--- config.mk ---
export PLATFORM = sky130hd
export DESIGN_NAME = low_power_state_control
export DESIGN_NICKNAME = d
export VERILOG_FILES = /design/src/lp_state_pkg.sv /design/src/low_power_state_control.sv
export SDC_FILE = /design/constraint.sdc
export NUM_CORES = 1
export LEC_CHECK = 0
export BUFFER_PORTS_ARGS = -buffer_cell sky130_fd_sc_hd__buf_2
export CORE_ASPECT_RATIO = 0.6
export CORE_MARGIN = 2
export CORE_UTILIZATION = 50
export DETAILED_ROUTE_END_ITERATION = 16
export GPL_TIMING_DRIVEN = 0
export PLACE_DENSITY = 0.79
export REMOVE_ABC_BUFFERS = 1
export SETUP_SLACK_MARGIN = 0.2
export SYNTH_ARGS = -nofsm -noshare
export SYNTH_HDL_FRONTEND = slang
export SYNTH_SLANG_ARGS = --single-unit
--- constraint.sdc ---
create_clock -name clk -period 2.3 [get_ports clk]
set_clock_uncertainty 0.1 [all_clocks]
set_input_delay 0.345 -clock clk [delete_from_list [all_inputs] [get_ports clk]]
set_output_delay 0.345 -clock clk [all_outputs]
set_load 0.03 [all_outputs]
--- src/lp_state_pkg.sv ---
// Package for the low-power state control block: states, carriers, constants.
package lp_state_pkg;

  // ==========================================================================
  // Power states (Gray coded along normal -> stop-grant -> sleep -> deep sleep)
  typedef enum logic [2:0] {
    ST_NORMAL     = 3'h0,
    ST_STOP_GRANT = 3'h1,
    ST_SLEEP      = 3'h3,
    ST_DEEP_SLEEP = 3'h2,
    ST_MGMT       = 3'h6
  } power_state_t;

  // ==========================================================================
  // Bus acknowledge transaction codes
  typedef enum logic [1:0] {
    ACK_NONE       = 2'h0,
    ACK_STOP_GRANT = 2'h1,
    ACK_MGMT       = 2'h2
  } ack_kind_t;

  // Synchronised sideband levels, active high after inversion
  typedef struct packed {
    logic clock_stop;
    logic sleep;
    logic deep_sleep;
    logic mgmt_irq;
  } sideband_t;

  // Internal clock gating enables, one per unit group
  typedef struct packed {
    logic core;       // Core execution units
    logic bus_unit;   // Front-side bus unit
    logic irq_unit;   // Local interrupt unit
    logic pll;        // PLL, stops only in deep sleep
  } clk_gate_t;

  localparam int unsigned SYNC_STAGES   = 2;
  localparam int unsigned SIDEBAND_W    = 4;
  // Bus clock is judged stopped after this many cycles without an edge
  localparam int unsigned BCLK_IDLE_MAX = 8;
  localparam logic [3:0]  BCLK_IDLE_CNT_W1 = 4'h1;
  localparam logic [3:0]  BCLK_IDLE_LIMIT  = 4'h8;
  localparam logic [3:0]  BCLK_IDLE_ZERO   = 4'h0;
  localparam clk_gate_t   GATE_ALL_ON   = 4'hF;
  localparam clk_gate_t   GATE_STOP_GNT = 4'h7;
  localparam clk_gate_t   GATE_PLL_ONLY = 4'h1;
  localparam clk_gate_t   GATE_ALL_OFF  = 4'h0;

endpackage

--- src/low_power_state_control.sv ---
// Low-power state controller: stop-grant, sleep, deep sleep and management mode.
//
// Contract
// - An active clock-stop request moves normal execution into stop-grant.
// - Entering stop-grant issues a stop-grant acknowledge, then gates all but bus, irq and PLL units.
// - In stop-grant, snooping and interrupt servicing stay enabled.
// - Removing clock-stop restarts all internal clocks and resumes execution.
// - Clock-stop is asynchronous, synchronised inside, and never touches the bus clock.
// - Sleep request during stop-grant enters sleep, leaving only the PLL clocked.
// - In sleep, snoops and interrupt requests are ignored.
// - In sleep, only reset, sleep removal, deep-sleep assertion and a stopped bus clock are honoured.
// - Sleep removal in sleep returns to stop-grant and restarts bus and irq clocks.
// - In sleep, a stopped bus clock or a deep-sleep request enters deep sleep.
// - An accepted management interrupt saves state and enters management mode.
// - Management mode issues a management acknowledge and then starts the handler.
// - Management interrupt active at reset release raises outputs_tristate and holds ack_valid, snoop_enable, irq_enable and executing low.
// - The presence indicator is always driven low.
// - Reset returns any state to the initial state and invalidates caches without writeback.
`timescale 1ns/1ps
`default_nettype none

module low_power_state_control (
  input  wire logic                       clk,
  input  wire logic                       rst_n,
  input  wire logic                       clock_stop_request_n,
  input  wire logic                       sleep_request_n,
  input  wire logic                       deep_sleep_request_n,
  input  wire logic                       mgmt_interrupt_n,
  input  wire logic                       bus_clk_edge,
  input  wire logic                       mgmt_handler_done,
  output var  lp_state_pkg::power_state_t power_state,
  output var  lp_state_pkg::clk_gate_t    clk_gate,
  output var  lp_state_pkg::ack_kind_t    ack_kind,
  output var  logic                       ack_valid,
  output var  logic                       snoop_enable,
  output var  logic                       irq_enable,
  output var  logic                       executing,
  output var  logic                       state_save,
  output var  logic                       cache_invalidate,
  output var  logic                       system_mgmt_mode,
  output var  logic                       outputs_tristate,
  output var  logic                       presence_indicator_n
);
  import lp_state_pkg::*;

  // ==========================================================================
  // Sideband synchronisers
  logic [SIDEBAND_W-1:0] raw_w;
  logic [SIDEBAND_W-1:0] sync1_q;
  logic [SIDEBAND_W-1:0] sync2_q;
  sideband_t             sb_w;

  assign raw_w = {~clock_stop_request_n, ~sleep_request_n,
                  ~deep_sleep_request_n, ~mgmt_interrupt_n};

  // Two flops per line; only the second stage is read by the logic
  genvar g;
  generate
    for (g = 0; g < SIDEBAND_W; g++) begin : g_sync
      always_ff @(posedge clk or negedge rst_n) begin
        if (!rst_n) begin
          sync1_q[g] <= 1'b0;
          sync2_q[g] <= 1'b0;
        end else begin
          sync1_q[g] <= raw_w[g];
          sync2_q[g] <= sync1_q[g];
        end
      end
    end
  endgenerate

  assign sb_w = sideband_t'(sync2_q);

  // ==========================================================================
  // Bus clock watchdog: no bus clock edge for a while counts as stopped
  logic [3:0] idle_q;
  logic [3:0] idle_d;
  logic       bclk_stopped_w;

  assign bclk_stopped_w = (idle_q == BCLK_IDLE_LIMIT);
  assign idle_d = bus_clk_edge   ? BCLK_IDLE_ZERO :
                  bclk_stopped_w ? idle_q : idle_q + BCLK_IDLE_CNT_W1;

  always_ff @(posedge clk or negedge rst_n) begin
    if (!rst_n) begin
      idle_q <= BCLK_IDLE_ZERO;
    end else begin
      idle_q <= idle_d;
    end
  end

  // ==========================================================================
  // Reset-release strap: catch the management interrupt on the first edge
  logic first_q;
  logic tri_q;

  // Sampled raw, since synchronisers are still at reset value on that edge
  always_ff @(posedge clk or negedge rst_n) begin
    if (!rst_n) begin
      first_q <= 1'b1;
      tri_q   <= 1'b0;
    end else begin
      first_q <= 1'b0;
      if (first_q) begin
        tri_q <= ~mgmt_interrupt_n;
      end
    end
  end

  // ==========================================================================
  // State machine
  power_state_t state_q;
  power_state_t state_d;
  logic         ack_pend_q;
  logic         ack_pend_d;

  // Management interrupts are accepted only while execution could run
  logic mgmt_take_w;
  assign mgmt_take_w = sb_w.mgmt_irq && (state_q == ST_NORMAL);

  always_comb begin
    state_d = state_q;
    case (state_q)
      ST_NORMAL: begin
        if (mgmt_take_w) begin
          state_d = ST_MGMT;
        end else if (sb_w.clock_stop) begin
          state_d = ST_STOP_GRANT;
        end
      end
      ST_STOP_GRANT: begin
        if (sb_w.sleep) begin
          state_d = ST_SLEEP;
        end else if (!sb_w.clock_stop) begin
          state_d = ST_NORMAL;
        end
      end
      ST_SLEEP: begin
        // Only these events are looked at here
        if (sb_w.deep_sleep || bclk_stopped_w) begin
          state_d = ST_DEEP_SLEEP;
        end else if (!sb_w.sleep) begin
          state_d = ST_STOP_GRANT;
        end
      end
      ST_DEEP_SLEEP: begin
        // Leaves once both deep-sleep causes are gone
        if (!sb_w.deep_sleep && !bclk_stopped_w) begin
          state_d = ST_SLEEP;
        end
      end
      ST_MGMT: begin
        if (mgmt_handler_done) begin
          state_d = ST_NORMAL;
        end
      end
      default: state_d = ST_NORMAL;
    endcase
  end

  // Acknowledge is owed on entry from normal execution into stop-grant or management mode
  logic enter_sg_w;
  logic enter_mg_w;
  assign enter_sg_w = (state_d == ST_STOP_GRANT) && (state_q == ST_NORMAL);
  assign enter_mg_w = (state_d == ST_MGMT) && (state_q != ST_MGMT);
  assign ack_pend_d = enter_sg_w || enter_mg_w;

  always_ff @(posedge clk or negedge rst_n) begin
    if (!rst_n) begin
      state_q    <= ST_NORMAL;
      ack_pend_q <= 1'b0;
    end else begin
      state_q    <= state_d;
      ack_pend_q <= ack_pend_d;
    end
  end

  // ==========================================================================
  // Output decode
  clk_gate_t gate_w;
  logic      snoop_w;
  logic      exec_w;

  // Core gating lags the acknowledge by one cycle so the ack can go out first
  assign gate_w =
    (state_q == ST_STOP_GRANT && !ack_pend_q) ? GATE_STOP_GNT :
    (state_q == ST_STOP_GRANT)                ? GATE_ALL_ON   :
    (state_q == ST_SLEEP)                     ? GATE_PLL_ONLY :
    (state_q == ST_DEEP_SLEEP)                ? GATE_ALL_OFF  : GATE_ALL_ON;
  assign snoop_w = (state_q != ST_SLEEP) && (state_q != ST_DEEP_SLEEP);
  assign exec_w  = (state_q == ST_NORMAL) ||
                   (state_q == ST_MGMT && !ack_pend_q);

  // All outputs registered; bus clock itself is never gated here
  always_ff @(posedge clk or negedge rst_n) begin
    if (!rst_n) begin
      power_state          <= ST_NORMAL;
      clk_gate             <= GATE_ALL_ON;
      ack_kind             <= ACK_NONE;
      ack_valid            <= 1'b0;
      snoop_enable         <= 1'b0;
      irq_enable           <= 1'b0;
      executing            <= 1'b0;
      state_save           <= 1'b0;
      cache_invalidate     <= 1'b1;
      system_mgmt_mode     <= 1'b0;
      outputs_tristate     <= 1'b0;
      presence_indicator_n <= 1'b0;
    end else begin
      power_state          <= state_q;
      clk_gate             <= gate_w;
      ack_valid            <= ack_pend_q && !tri_q;
      ack_kind             <= !ack_pend_q ? ACK_NONE :
                              (state_q == ST_MGMT) ? ACK_MGMT : ACK_STOP_GRANT;
      snoop_enable         <= snoop_w && !tri_q;
      irq_enable           <= snoop_w && !tri_q;
      executing            <= exec_w && !tri_q;
      state_save           <= ack_pend_q && (state_q == ST_MGMT);
      cache_invalidate     <= 1'b0;
      system_mgmt_mode     <= (state_q == ST_MGMT);
      outputs_tristate     <= tri_q;
      presence_indicator_n <= 1'b0;
    end
  end

  // ==========================================================================
  // Assertions
  // Stop-grant entry, its acknowledge, then the gating and the services kept alive
  stopgnt_entry_a : assert property (@(posedge clk) disable iff (!rst_n)
    (state_q == ST_NORMAL && sb_w.clock_stop && !sb_w.mgmt_irq)
      |=> state_q == ST_STOP_GRANT)
    else $error("stop-grant not entered");
  stopgnt_ack_a : assert property (@(posedge clk) disable iff (!rst_n)
    (state_q == ST_NORMAL && state_d == ST_STOP_GRANT && !tri_q)
      |=> ##1 (ack_valid && ack_kind == ACK_STOP_GRANT))
    else $error("no stop-grant ack");
  stopgnt_gate_a : assert property (@(posedge clk) disable iff (!rst_n)
    (state_q == ST_STOP_GRANT && !ack_pend_q)
      |=> clk_gate == GATE_STOP_GNT)
    else $error("stop-grant gating wrong");
  stopgnt_service_a : assert property (@(posedge clk) disable iff (!rst_n)
    (state_q == ST_STOP_GRANT && !tri_q)
      |=> snoop_enable && irq_enable)
    else $error("snoop or irq lost in stop-grant");

  // Leaving stop-grant, and normal running with every clock on
  resume_exec_a : assert property (@(posedge clk) disable iff (!rst_n)
    (state_q == ST_STOP_GRANT && !sb_w.clock_stop && !sb_w.sleep)
      |=> ##1 (clk_gate == GATE_ALL_ON && (executing || tri_q)))
    else $error("no resume");
  normal_gate_a : assert property (@(posedge clk) disable iff (!rst_n)
    (state_q == ST_NORMAL)
      |=> clk_gate == GATE_ALL_ON && (executing || tri_q))
    else $error("normal running gated");
  // Sleep is never entered directly from normal or management mode
  sleep_guard_a : assert property (@(posedge clk) disable iff (!rst_n)
    (state_q == ST_NORMAL || state_q == ST_MGMT)
      |=> state_q != ST_SLEEP)
    else $error("sleep taken outside stop-grant");

  // Synchroniser depth; the first edges after release still see reset contents
  sync_delay_a : assert property (@(posedge clk) disable iff (!rst_n)
    $past(rst_n, 2)
      |-> sync2_q == $past(raw_w, 2))
    else $error("sync depth wrong");

  // Sleep and deep sleep
  sleep_entry_a : assert property (@(posedge clk) disable iff (!rst_n)
    (state_q == ST_STOP_GRANT && sb_w.sleep) |=> state_q == ST_SLEEP ##1
      (clk_gate == GATE_PLL_ONLY || state_q != ST_SLEEP))
    else $error("sleep entry wrong");
  sleep_quiet_a : assert property (@(posedge clk) disable iff (!rst_n)
    (state_q == ST_SLEEP)
      |=> !snoop_enable && !irq_enable)
    else $error("snoop in sleep");
  sleep_exit_a : assert property (@(posedge clk) disable iff (!rst_n)
    (state_q == ST_SLEEP && !sb_w.sleep && !sb_w.deep_sleep && !bclk_stopped_w)
      |=> state_q == ST_STOP_GRANT)
    else $error("sleep exit wrong");
  deep_entry_a : assert property (@(posedge clk) disable iff (!rst_n)
    (state_q == ST_SLEEP && (sb_w.deep_sleep || bclk_stopped_w))
      |=> state_q == ST_DEEP_SLEEP)
    else $error("deep sleep missed");
  deep_gate_a : assert property (@(posedge clk) disable iff (!rst_n)
    (state_q == ST_DEEP_SLEEP)
      |=> clk_gate == GATE_ALL_OFF)
    else $error("deep sleep gating wrong");

  // Management mode: entry, acknowledge, and the handler only after the acknowledge
  mgmt_entry_a : assert property (@(posedge clk) disable iff (!rst_n)
    mgmt_take_w
      |=> state_q == ST_MGMT ##1 (state_save && system_mgmt_mode))
    else $error("mgmt entry wrong");
  mgmt_ack_a : assert property (@(posedge clk) disable iff (!rst_n)
    (state_q == ST_MGMT && ack_pend_q && !tri_q)
      |=> ack_valid && ack_kind == ACK_MGMT && state_save)
    else $error("no mgmt ack");
  mgmt_order_a : assert property (@(posedge clk) disable iff (!rst_n)
    (state_q == ST_MGMT && ack_pend_q && !tri_q)
      |=> !executing ##1 executing)
    else $error("handler order wrong");

  // Reset, strap and presence
  cache_clear_a : assert property (@(posedge clk) disable iff (!rst_n)
    cache_invalidate
      |=> !cache_invalidate)
    else $error("cache invalidate stuck");
  presence_low_a : assert property (@(posedge clk) disable iff (!rst_n)
    !presence_indicator_n)
    else $error("presence not low");
  tristate_hold_a : assert property (@(posedge clk) disable iff (!rst_n)
    tri_q
      |=> outputs_tristate && !ack_valid)
    else $error("tristate lost");

endmodule

`default_nettype wire

==> results of run 1 <==
[registers in the layout, indices dropped and copies added, names as in the netlist]
| signal | cells |
|---|---|
| sb_w | 4 |
| sync1_q | 4 |
| clk_gate | 3 |
| ack_kind | 1 |
| system_mgmt_mode | 1 |
| ack_pend_q | 1 |
| executing | 1 |
| idle_q | 4 |
| tri_q | 1 |
| state_q | 3 |
| outputs_tristate | 1 |
| ack_valid | 1 |
| state_save | 1 |
| power_state | 3 |
| cache_invalidate | 1 |
| irq_enable | 1 |
[final timing paths]
| check | startpoint | end | slack [ns] | depth (start not counted) |
|---|---|---|---|---|
| max | cache_invalidate | cache_invalidate | 0.86 | 1 |
| min | rst_n | state_save | -0.009 | 1 |
| max reg2reg | idle_q[0] | state_q[0] | 0.87 | 5 |
| min reg2reg | sync1_q[0] | sb_w[0] | 0.25 | 0 |
| max in group asynchronous | rst_n | idle_q[0] | 1.69 | 1 |
| min in group clk | deep_sleep_request_n | sync1_q[1] | 0.11 | 2 |
[layout by cell type, fill, tap and decap left out, drive strengths merged, types with 2 or more instances in the layout]
master / count
nor3: 2
ha: 2
o211ai: 2
nand2: 2
conb: 2
dfstp: 4
a2bb2oi: 2
buf: 24
xnor2: 2
dfrtp: 27
clkbuf: 8
nor2b: 4
nor2: 8
inv: 8
o21ai: 2
[kinds of logic (layout without fill, tap and decap cells)]
| group | count (synthesis) | after routing | synth area share, % |
|---|---|---|---|
| DFF | 31 | 31 | 69.5 |
| and+or+nand+nor | 21 | 21 | 9.47 |
| adders and majority gates | 2 | 2 | 2.23 |
| buffers and inverters | 14 | 40 | 6.68 |
| other | 1 | 2 | 0.334 |
| muxes | 2 | 2 | 1.89 |
| xor gates and xnor gates | 3 | 3 | 2.34 |
| AOI/OAI and AO/OA | 11 | 11 | 7.57 |
[synthesized netlist by cell type (2+ instances only)]
library cell	instances
nor2b_1	4
o21ai_0	2
inv_1	8
a2bb2oi_1	2
buf_4	4
nor2_1	8
o211ai_1	2
dfstp_2	4
nand2_1	2
xnor2_1	2
ha_1	2
dfrtp_1	27
nor3_1	2
[layout make-up]
class / instances / area (µm²)
multi-input combinational: 41 / 272
fill: 167 / 807
tap: 30 / 37.5
clock buffer: 8 / 100
timing repair buffer: 24 / 120
inverter: 8 / 30.0
sequential: 31 / 781
[per-stage QoR]
stage	area (µm²)	hold slack, ns	power [mW]	setup WS (ns)	std cells
2_1_floorplan	1080	-0.0506	1.11	0.954	80
3_3_place_gp	1240	0.232	1.24	0.898	134
3_5_place_dp	1240	0.235	1.25	0.869	134
4_1_cts	1340	0.00741	1.71	0.845	142
5_1_grt	1340	0.0282	1.78	0.792	142
6_report	1340	-0.00929	1.68	0.862	142
[power groups by stage]
stage	Clock [mW]	Combinational, mW	Sequential (mW)
3_5_place_dp	0	0.471	0.782
2_1_floorplan	0	0.151	0.956
4_1_cts	0.464	0.472	0.773
6_report	0.447	0.465	0.771
5_1_grt	0.484	0.503	0.790
3_3_place_gp	0	0.463	0.773
[metal layers]
metal  GRT usage (%)  wire length (µm)  vias to the layer above
met4            10.4                40                        0
met5               0                 0                        -
li1                -                 -                      316
met1            14.8               702                      305
met3            9.07               159                        6
met2            20.7               631                       34
[worst register-to-register path, cell delays in order (launching register included)]
cell	delay, ns
dfrtp_1	0.37
inv_1	0.08
ha_1	0.19
and3b_1	0.24
o21a_1	0.20
a211oi_2	0.18
==> flow_summary_export.csv, run 1 <==
group,metric,value,unit
routing,via_per_inst,4.65,
grt,grt_max_degree,32,
setup_path,path_class,"reg2out",
timing,fin_hold_ws,-0.00929,ns
yosys,yosysSeqAreaShare,69.5,%
pwr,switching_power,573,µW
pwr,power.density,1260,mW/mm²
yosys,ys_ff_latch,31,
grt,grt_pass1_wl,2380,µm
finish,post-route-util,62.4,%
finish,nets,121,
routing,vias,661,
floorplan,core-area,0.00215,mm²
timing,maxClockFrequency,696,MHz
pwr,p_leak,0.676,nW
grt,gr-total-overflow,0,
routing,wl_per_cell,10.8,µm
routing,ant_nets,0,
pwr,p_clk_share,26.5,%
pwr,p_seq_share,45.8,%
timing,fin_setup_tns,0,ns
pwr,power.share.combinational,27.6,%
floorplan,floorplan.initialDensity,52.3,%
job,maxCapViolations,0,
yosys,ys_types,29,
routing,remaining_drc_errors,0,
pwr,swShare,34.0,%
status,violations,"hold timing",
floorplan,die_w,65.2,µm
timing,post-route-period-util,62.5,%
timing,slew_viol_final,0,
grt,grt_usage,14.0,%
pwr,p_int,1.11,mW
clock_tree,tritoncts,"done",
yosys,synth_edf_count,0,
setup_path,worst-path-max-fanout,2,
clock_tree,worstSkewPairLatency,0.27,ns
pwr,vdd_ir_drop_max,0.000573,V
floorplan,die_height,40.7,µm
clock_tree,cts_num_sinks,31,
clock_tree,post_cts_buffers,0,
timing,setup_viol,0,
yosys,yosys-top-cells-area,"dfrtp_1 60%, dfstp_2 9.4%, buf_4 2.7%, inv_1 2.7%, nor2_1 2.7%",
setup_path,crit_required,1.86,ns
routing,dr.pass1.iters,4,
setup_path,crit_family,"flip-flops",
timing,finalHoldViolCount,14,
grt,grt_pass1_vias,562,
yosys,synth_area,0.00112,mm²
floorplan,std_cell_rows,13,
setup_path,critical-path-max-stage-delay,0.53,ns
yosys,yosys_warnings,0,
placed_design,port_buffers,24,
yosys,netlist_instances,85,
timing,slew-limit-headroom,57.3,%
clock_tree,cts_resized,0,
status,outcome,"finished with violations",
clock_tree,clockBufferDepth,2,
clock_tree,cts_buffers,5,
min_path,hold_path_class,"in2async",
timing,tightestPinTransition,0.641,ns
finish,drive_gt1_share,33.9,%
clock_tree,cts_max_level,2,
routing,drtIter0Drc,17,
yosys,synth_area_per_cell,13.2,µm²
clock_tree,ctsHoldBuffers,0,
routing,drt_wl_total,1530,µm
placed_design,routabilityCongestion,0.823,
floorplan,boundaryPins,26,
timing,min_period,1.44,ns
yosys,yosys.area.top_type,"dfrtp_1",
setup_path,crit_chain,"buf_2",
yosys,synthFlopType,"dfrtp_1",
setup_path,critical_path_arrival,0.99,ns
yosys,synthArstFlopShare,100,%
finish,synthToLayoutAreaGrowth,19.3,%
setup_path,crit_slowest_cell,"dfstp_2",
grt,antenna_found_initial,0,
finish,diodes,0,
setup_path,worstSetupStartpointType,"flop",
yosys,synth_top_area_share,60.1,%
clock_tree,clk_pin_slew,0.06,ns
floorplan,die_area,0.00265,mm²
setup_path,critPathCaptureType,"output pin",
setup_path,crit_buf_inv,1,
timing,rsz0062_at_grt,"no",
placed_design,hpwlAfterDp,1090,µm
clock_tree,cts.root.buffer_cell,"clkbuf_8",
Power figures use the tool's default switching activity.
==> run 2: changes to the inputs <==
--- a/config.mk
+++ b/config.mk
@@ -8,10 +8,10 @@
 export BUFFER_PORTS_ARGS = -buffer_cell sky130_fd_sc_hd__buf_2
 export CORE_ASPECT_RATIO = 0.6
 export CORE_MARGIN = 2
-export CORE_UTILIZATION = 50
+export CORE_UTILIZATION = 46
 export DETAILED_ROUTE_END_ITERATION = 16
 export GPL_TIMING_DRIVEN = 0
-export PLACE_DENSITY = 0.79
+export PLACE_DENSITY = 0.77
 export REMOVE_ABC_BUFFERS = 1
 export SETUP_SLACK_MARGIN = 0.2
 export SYNTH_ARGS = -nofsm -noshare
==> constraint.sdc (replaced) <==
create_clock -name clk -period 1.3 [get_ports clk]
set_clock_uncertainty 0.1 [all_clocks]
set_input_delay 0.195 -clock clk [delete_from_list [all_inputs] [get_ports clk]]
set_output_delay 0.195 -clock clk [all_outputs]
set_load 0.03 [all_outputs]
==> run 2 against run 1 <==
Net effect:
- the run ends with setup timing left
- first-iteration DRC count rose by 41%
- register-to-register slack got worse by 0.90 ns
- clock-buffer cell count down 2
- non-clock buffer count is 13 higher
- critical endpoint is now state_q[0]
- largest cell class unchanged
==> flow_summary_export.csv, run 2 (synthesized netlist as in run 1, its figures left out) <==
group,metric,value,unit
status,outcome,"finished with violations",
status,violations,"setup timing",
setup_path,worst-path-max-fanout,5,
routing,drt_wl_total,1840,µm
setup_path,crit_slowest_cell,"dfrtp_1",
setup_path,critical_path_arrival,1.43,ns
timing,fin_hold_ws,0.0235,ns
timing,rsz0062_at_grt,"yes",
setup_path,path_class,"reg2reg",
pwr,p_clk_share,26.4,%
timing,post-route-period-util,102,%
clock_tree,clk_pin_slew,0.06,ns
placed_design,port_buffers,24,
timing,setup_viol,3,
min_path,hp-start,"bus_clk_edge",
finish,post-route-util,73.8,%
pwr,p_leak,0.792,nW
pwr,total_power,3.62,mW
timing,fin_ws,-0.0277,ns
floorplan,die_height,42.3,µm
pwr,power.share.combinational,34.6,%
routing,dr.pass1.iters,4,
finish,drive_gt1_share,48.0,%
grt,grt_usage,15.3,%
finish,synthToLayoutAreaGrowth,47.4,%
setup_path,timing.rr.start,"idle_q[0]",
setup_path,critPathCaptureType,"flop",
grt,grt_max_degree,32,
pwr,p_int,2.47,mW
clock_tree,tritoncts,"done",
routing,remaining_drc_errors,0,
grt,gr-total-overflow,0,
timing,maxClockFrequency,753,MHz
setup_path,crit_required,1.40,ns
timing,min_period,1.33,ns
finish,diodes,0,
setup_path,critical-path-max-stage-delay,0.36,ns
clock_tree,cts_num_sinks,31,
clock_tree,clockBufferDepth,2,
clock_tree,cts_max_level,2,
timing,slew_viol_final,0,
placed_design,numPlacedInstances,134,
placed_design,routabilityCongestion,0.739,
setup_path,crit_chain,"inv_2 > ha_4 > and3b_2 > o21a_1 > a211oi_2",
floorplan,std_cell_rows,13,
grt,grt_pass1_vias,651,
pwr,vdd_ir_drop_max,0.000997,V
pwr,power.density,2190,mW/mm²
routing,via_per_inst,4.50,
finish,mostFrequentLayoutCell,"dfrtp_1",
timing,finalHoldViolCount,0,
routing,wl_per_cell,11.9,µm
floorplan,die_area,0.00287,mm²
placed_design,dp_slack,-0.156,ns
finish,most-common-layout-cells,"25 x dfrtp_1, 19 x buf_6, 7 x nor2_1",
job,maxCapViolations,0,
finish,layoutNonFillerInstCount,155,
routing,ant_nets,0,
setup_path,crit_start,"idle_q[0]",
floorplan,core-area,0.00224,mm²
routing,drtIter0Drc,24,
pwr,p_seq_share,39.1,%
grt,grt_pass1_wl,2920,µm
clock_tree,cts_buffers,5,
floorplan,die_w,67.8,µm
floorplan,boundaryPins,26,
grt,antenna_found_initial,0,
setup_path,worstSetupStartpointType,"flop",
pwr,switching_power,1.16,mW
clock_tree,cts.root.buffer_cell,"clkbuf_8",
finish,nets,134,
min_path,hold_path_class,"in2reg",
routing,vias,697,
pwr,swShare,31.9,%
placed_design,hpwlAfterDp,1100,µm
clock_tree,worstSkewPairLatency,0.28,ns
floorplan,floorplan.initialDensity,50.1,%
-- run 2: cell count changes in the layout (fill, tap and decap cells not counted), moves of 5 or more --
cell           change
buf_6             +19
buf_2             -18
buf_4              +5
dlygate4sd3_1      +5
-- run 2: through the flow --
stage / setup TNS, ns / instance area [µm²]
after floorplan: -0.0457 / 1080
after global placement: -0.267 / 1240
after detailed placement: -0.391 / 1240
after CTS: -0.0169 / 1570
after global routing: -0.307 / 1660
final: -0.0581 / 1660
-- run 2: worst paths after layout --
kind	to	slack [ns]	cells past startpoint
worst max-delay path	state_q[0]	-0.03	5
worst min-delay path	idle_q[3]	0.02	2
worst min register to register	sb_w[0]	0.25	0
max in group asynchronous	cache_invalidate	0.47	2
min in group asynchronous	irq_enable	0.31	2
worst max register to register	state_q[0]	-0.03	5
-- run 2: power by group through the flow --
stage          logic (mW)  clock network, mW  registers [mW]
2_1_floorplan       0.267                  0            1.69
3_3_place_gp        0.819                  0            1.37
3_5_place_dp        0.829                  0            1.38
4_1_cts              1.05              0.978            1.41
5_1_grt              1.35               1.03            1.44
6_report             1.25              0.955            1.42
-- run 2: cell type report --
type / count / area (µm²)
Inverter: 8 / 30.0
Clock inverter: 2 / 35.0
Timing Repair Buffer: 37 / 359
Multi-Input combinational cell: 41 / 329
Tap cell: 30 / 37.5
Sequential cell: 31 / 783
Fill cell: 156 / 588
Clock buffer: 6 / 82.6
-- run 2: critical path: cells and delay by family, from the launching register on --
kind,cells,cell delay (ns)
AOI/OAI and AO/OA,2,0.34
DFF,1,0.36
adders and majority gates,1,0.15
buffers and inverters,1,0.06
and+or+nand+nor,1,0.24
-- run 2: what timing repair did --
| item | in CTS | in global routing |
|---|---|---|
| endpoints found under the hold margin | 31 | 0 |
| pin swaps | 4 | 2 |
| hold buffers | 5 | 0 |
| setup buffers | 4 | 4 |
| gates resized for setup | 44 | 10 |
| setup endpoints to repair | 24 | 53 |
-- run 2: per-layer routing --
metal,GRT usage [%],wire (µm),vias to the layer above,share of wire (%)
met5,0,0,-,0
met4,7.20,30,0,1.6
met3,9.68,133,4,7.2
met2,21.6,866,25,47
met1,18.1,810,323,44
li1,-,-,345,-
==> run 3: changes to the inputs <==
--- a/config.mk
+++ b/config.mk
@@ -14,6 +14,7 @@
 export PLACE_DENSITY = 0.77
 export REMOVE_ABC_BUFFERS = 1
 export SETUP_SLACK_MARGIN = 0.2
+export SKIP_CTS_REPAIR_TIMING = 1
 export SYNTH_ARGS = -nofsm -noshare
 export SYNTH_HDL_FRONTEND = slang
 export SYNTH_SLANG_ARGS = --single-unit
==> run 3 against run 2 <==
Net effect:
- the run ends with hold timing, setup timing left
- total power fell by 4.3%
- final cell count decreased by 2.6%
- first-iteration DRC count is 8.3% lower
- global-route usage decreased by 1.6 points
- sequential power is essentially flat
- largest power group unchanged
- highest routed layer unchanged
==> flow_summary_export.csv, run 3 (synthesized netlist as in run 1, its figures left out) <==
group,metric,value,unit
status,outcome,"finished with violations",
status,violations,"hold timing, setup timing",
finish,most-common-layout-cells,"24 x dfrtp_1, 18 x buf_6, 7 x buf_2",
routing,ant_nets,0,
pwr,p_leak,0.756,nW
setup_path,crit_required,1.36,ns
grt,antenna_found_initial,0,
clock_tree,cts_max_level,2,
timing,setup_viol,3,
finish,mostFrequentLayoutCell,"dfrtp_1",
clock_tree,clk_pin_slew,0.06,ns
timing,min_period,1.38,ns
routing,drtIter0Drc,22,
timing,slew_viol_final,0,
routing,vias,674,
clock_tree,cts_num_sinks,31,
timing,slew-limit-headroom,57.1,%
setup_path,crit_chain,"inv_2 > ha_4 > and3b_2 > o211ai_1 > o211ai_1",
setup_path,cp_common_cell,"o211ai_1",
clock_tree,clockBufferDepth,2,
clock_tree,worstSkewPairLatency,0.28,ns
timing,tightestPinTransition,0.644,ns
finish,drive_gt1_share,47.1,%
grt,gr-total-overflow,0,
routing,dr.pass1.iters,2,
floorplan,boundaryPins,26,
floorplan,die_height,42.3,µm
clock_tree,tritoncts,"done",
setup_path,crit_family,"flip-flops",
pwr,power.share.combinational,31.1,%
routing,remaining_drc_errors,0,
timing,fin_hold_ws,-0.164,ns
clock_tree,cts_buffers,5,
finish,diodes,0,
timing,fin_ws,-0.0848,ns
timing,rsz0062_at_grt,"yes",
grt,grt_usage,13.6,%
setup_path,crit_buf_inv,1,
floorplan,std_cell_rows,13,
clock_tree,cts.root.buffer_cell,"clkbuf_8",
pwr,switching_power,1.11,mW
timing,fin_setup_tns,-0.176,ns
finish,post-route-util,71.5,%
routing,via_per_inst,4.46,
setup_path,path_class,"reg2reg",
routing,wl_per_cell,11.5,µm
setup_path,critical-path-max-stage-delay,0.38,ns
setup_path,critical_path_arrival,1.44,ns
setup_path,crit_slowest_cell,"dfrtp_1",
pwr,p_seq_share,41.4,%
placed_design,numPlacedInstances,134,
finish,synthToLayoutAreaGrowth,42.8,%
setup_path,worstSetupStartpointType,"flop",
min_path,hold_path_class,"in2async",
placed_design,port_buffers,24,
finish,layoutNonFillerInstCount,151,
floorplan,core-area,0.00224,mm²
pwr,power.density,2160,mW/mm²
routing,drt_wl_total,1740,µm
pwr,swShare,32.1,%
finish,fin_area,0.00160,mm²
placed_design,post_dp_cell_area,0.00124,mm²
job,maxCapViolations,0,
timing,post-route-period-util,107,%
timing,finalHoldViolCount,27,
placed_design,hpwlAfterDp,1100,µm
pwr,p_clk_share,27.4,%
setup_path,worst-path-max-fanout,5,
timing,maxClockFrequency,722,MHz
floorplan,die_area,0.00287,mm²
floorplan,die_w,67.8,µm
floorplan,floorplan.initialDensity,50.1,%
placed_design,routabilityCongestion,0.739,
pwr,vdd_ir_drop_max,0.000973,V
grt,grt_pass1_wl,2590,µm
grt,grt_max_degree,32,
grt,grt_pass1_vias,560,
setup_path,critPathCaptureType,"flop",
pwr,p_int,2.36,mW
finish,nets,130,
-- run 3: worst register-to-register path, stage by stage, from the launching register on --
cell and delay (ns):
dfrtp_1 0.38, inv_2 0.07, ha_4 0.15, and3b_2 0.25, o211ai_1 0.20, o211ai_1 0.11
-- run 3: area by class of cell --
class	count	area, µm²
clock buffer	6	82.6
clock inverter	2	35.0
fill	167	641
inverter	8	30.0
multi-input combinational	41	327
sequential	31	785
tap	30	37.5
timing repair buffer	33	308
-- run 3: power by group through the flow --
stage | combinational, mW | sequential, mW | clock, mW
after floorplan | 0.267 | 1.69 | 0
after global placement | 0.819 | 1.37 | 0
final | 1.08 | 1.44 | 0.951
after CTS | 0.830 | 1.36 | 0.978
after detailed placement | 0.829 | 1.38 | 0
after global routing | 1.16 | 1.47 | 1.03
-- run 3: final timing paths --
path,slack [ns],start,to,cells past startpoint
max,-0.08,idle_q[0],state_q[1],5
min,-0.16,rst_n,irq_enable,1
max reg2reg,-0.08,idle_q[0],state_q[1],5
min reg2reg,0.25,sync1_q[3],sb_w[3],0
max in group asynchronous,0.81,rst_n,state_q[0],1
min in group clk,0.04,bus_clk_edge,idle_q[2],2
-- run 3: through the flow --
stage                     total power [mW]  setup slack (ns)
final                                 3.47           -0.0848
after global routing                  3.66            -0.176
after CTS                             3.17            -0.166
after detailed placement              2.21            -0.156
after global placement                2.19            -0.114
after floorplan                       1.96           -0.0457
-- run 3: per-layer routing --
| layer | global-route usage, % | share of wire, % | up-vias | wire length [µm] |
|---|---|---|---|---|
| met3 | 9.68 | 7.3 | 4 | 127 |
| met2 | 17.6 | 47 | 25 | 816 |
| met5 | 0 | 0 | - | 0 |
| met4 | 7.20 | 1.5 | 0 | 27 |
| met1 | 16.7 | 44 | 310 | 772 |
| li1 | - | - | 335 | - |
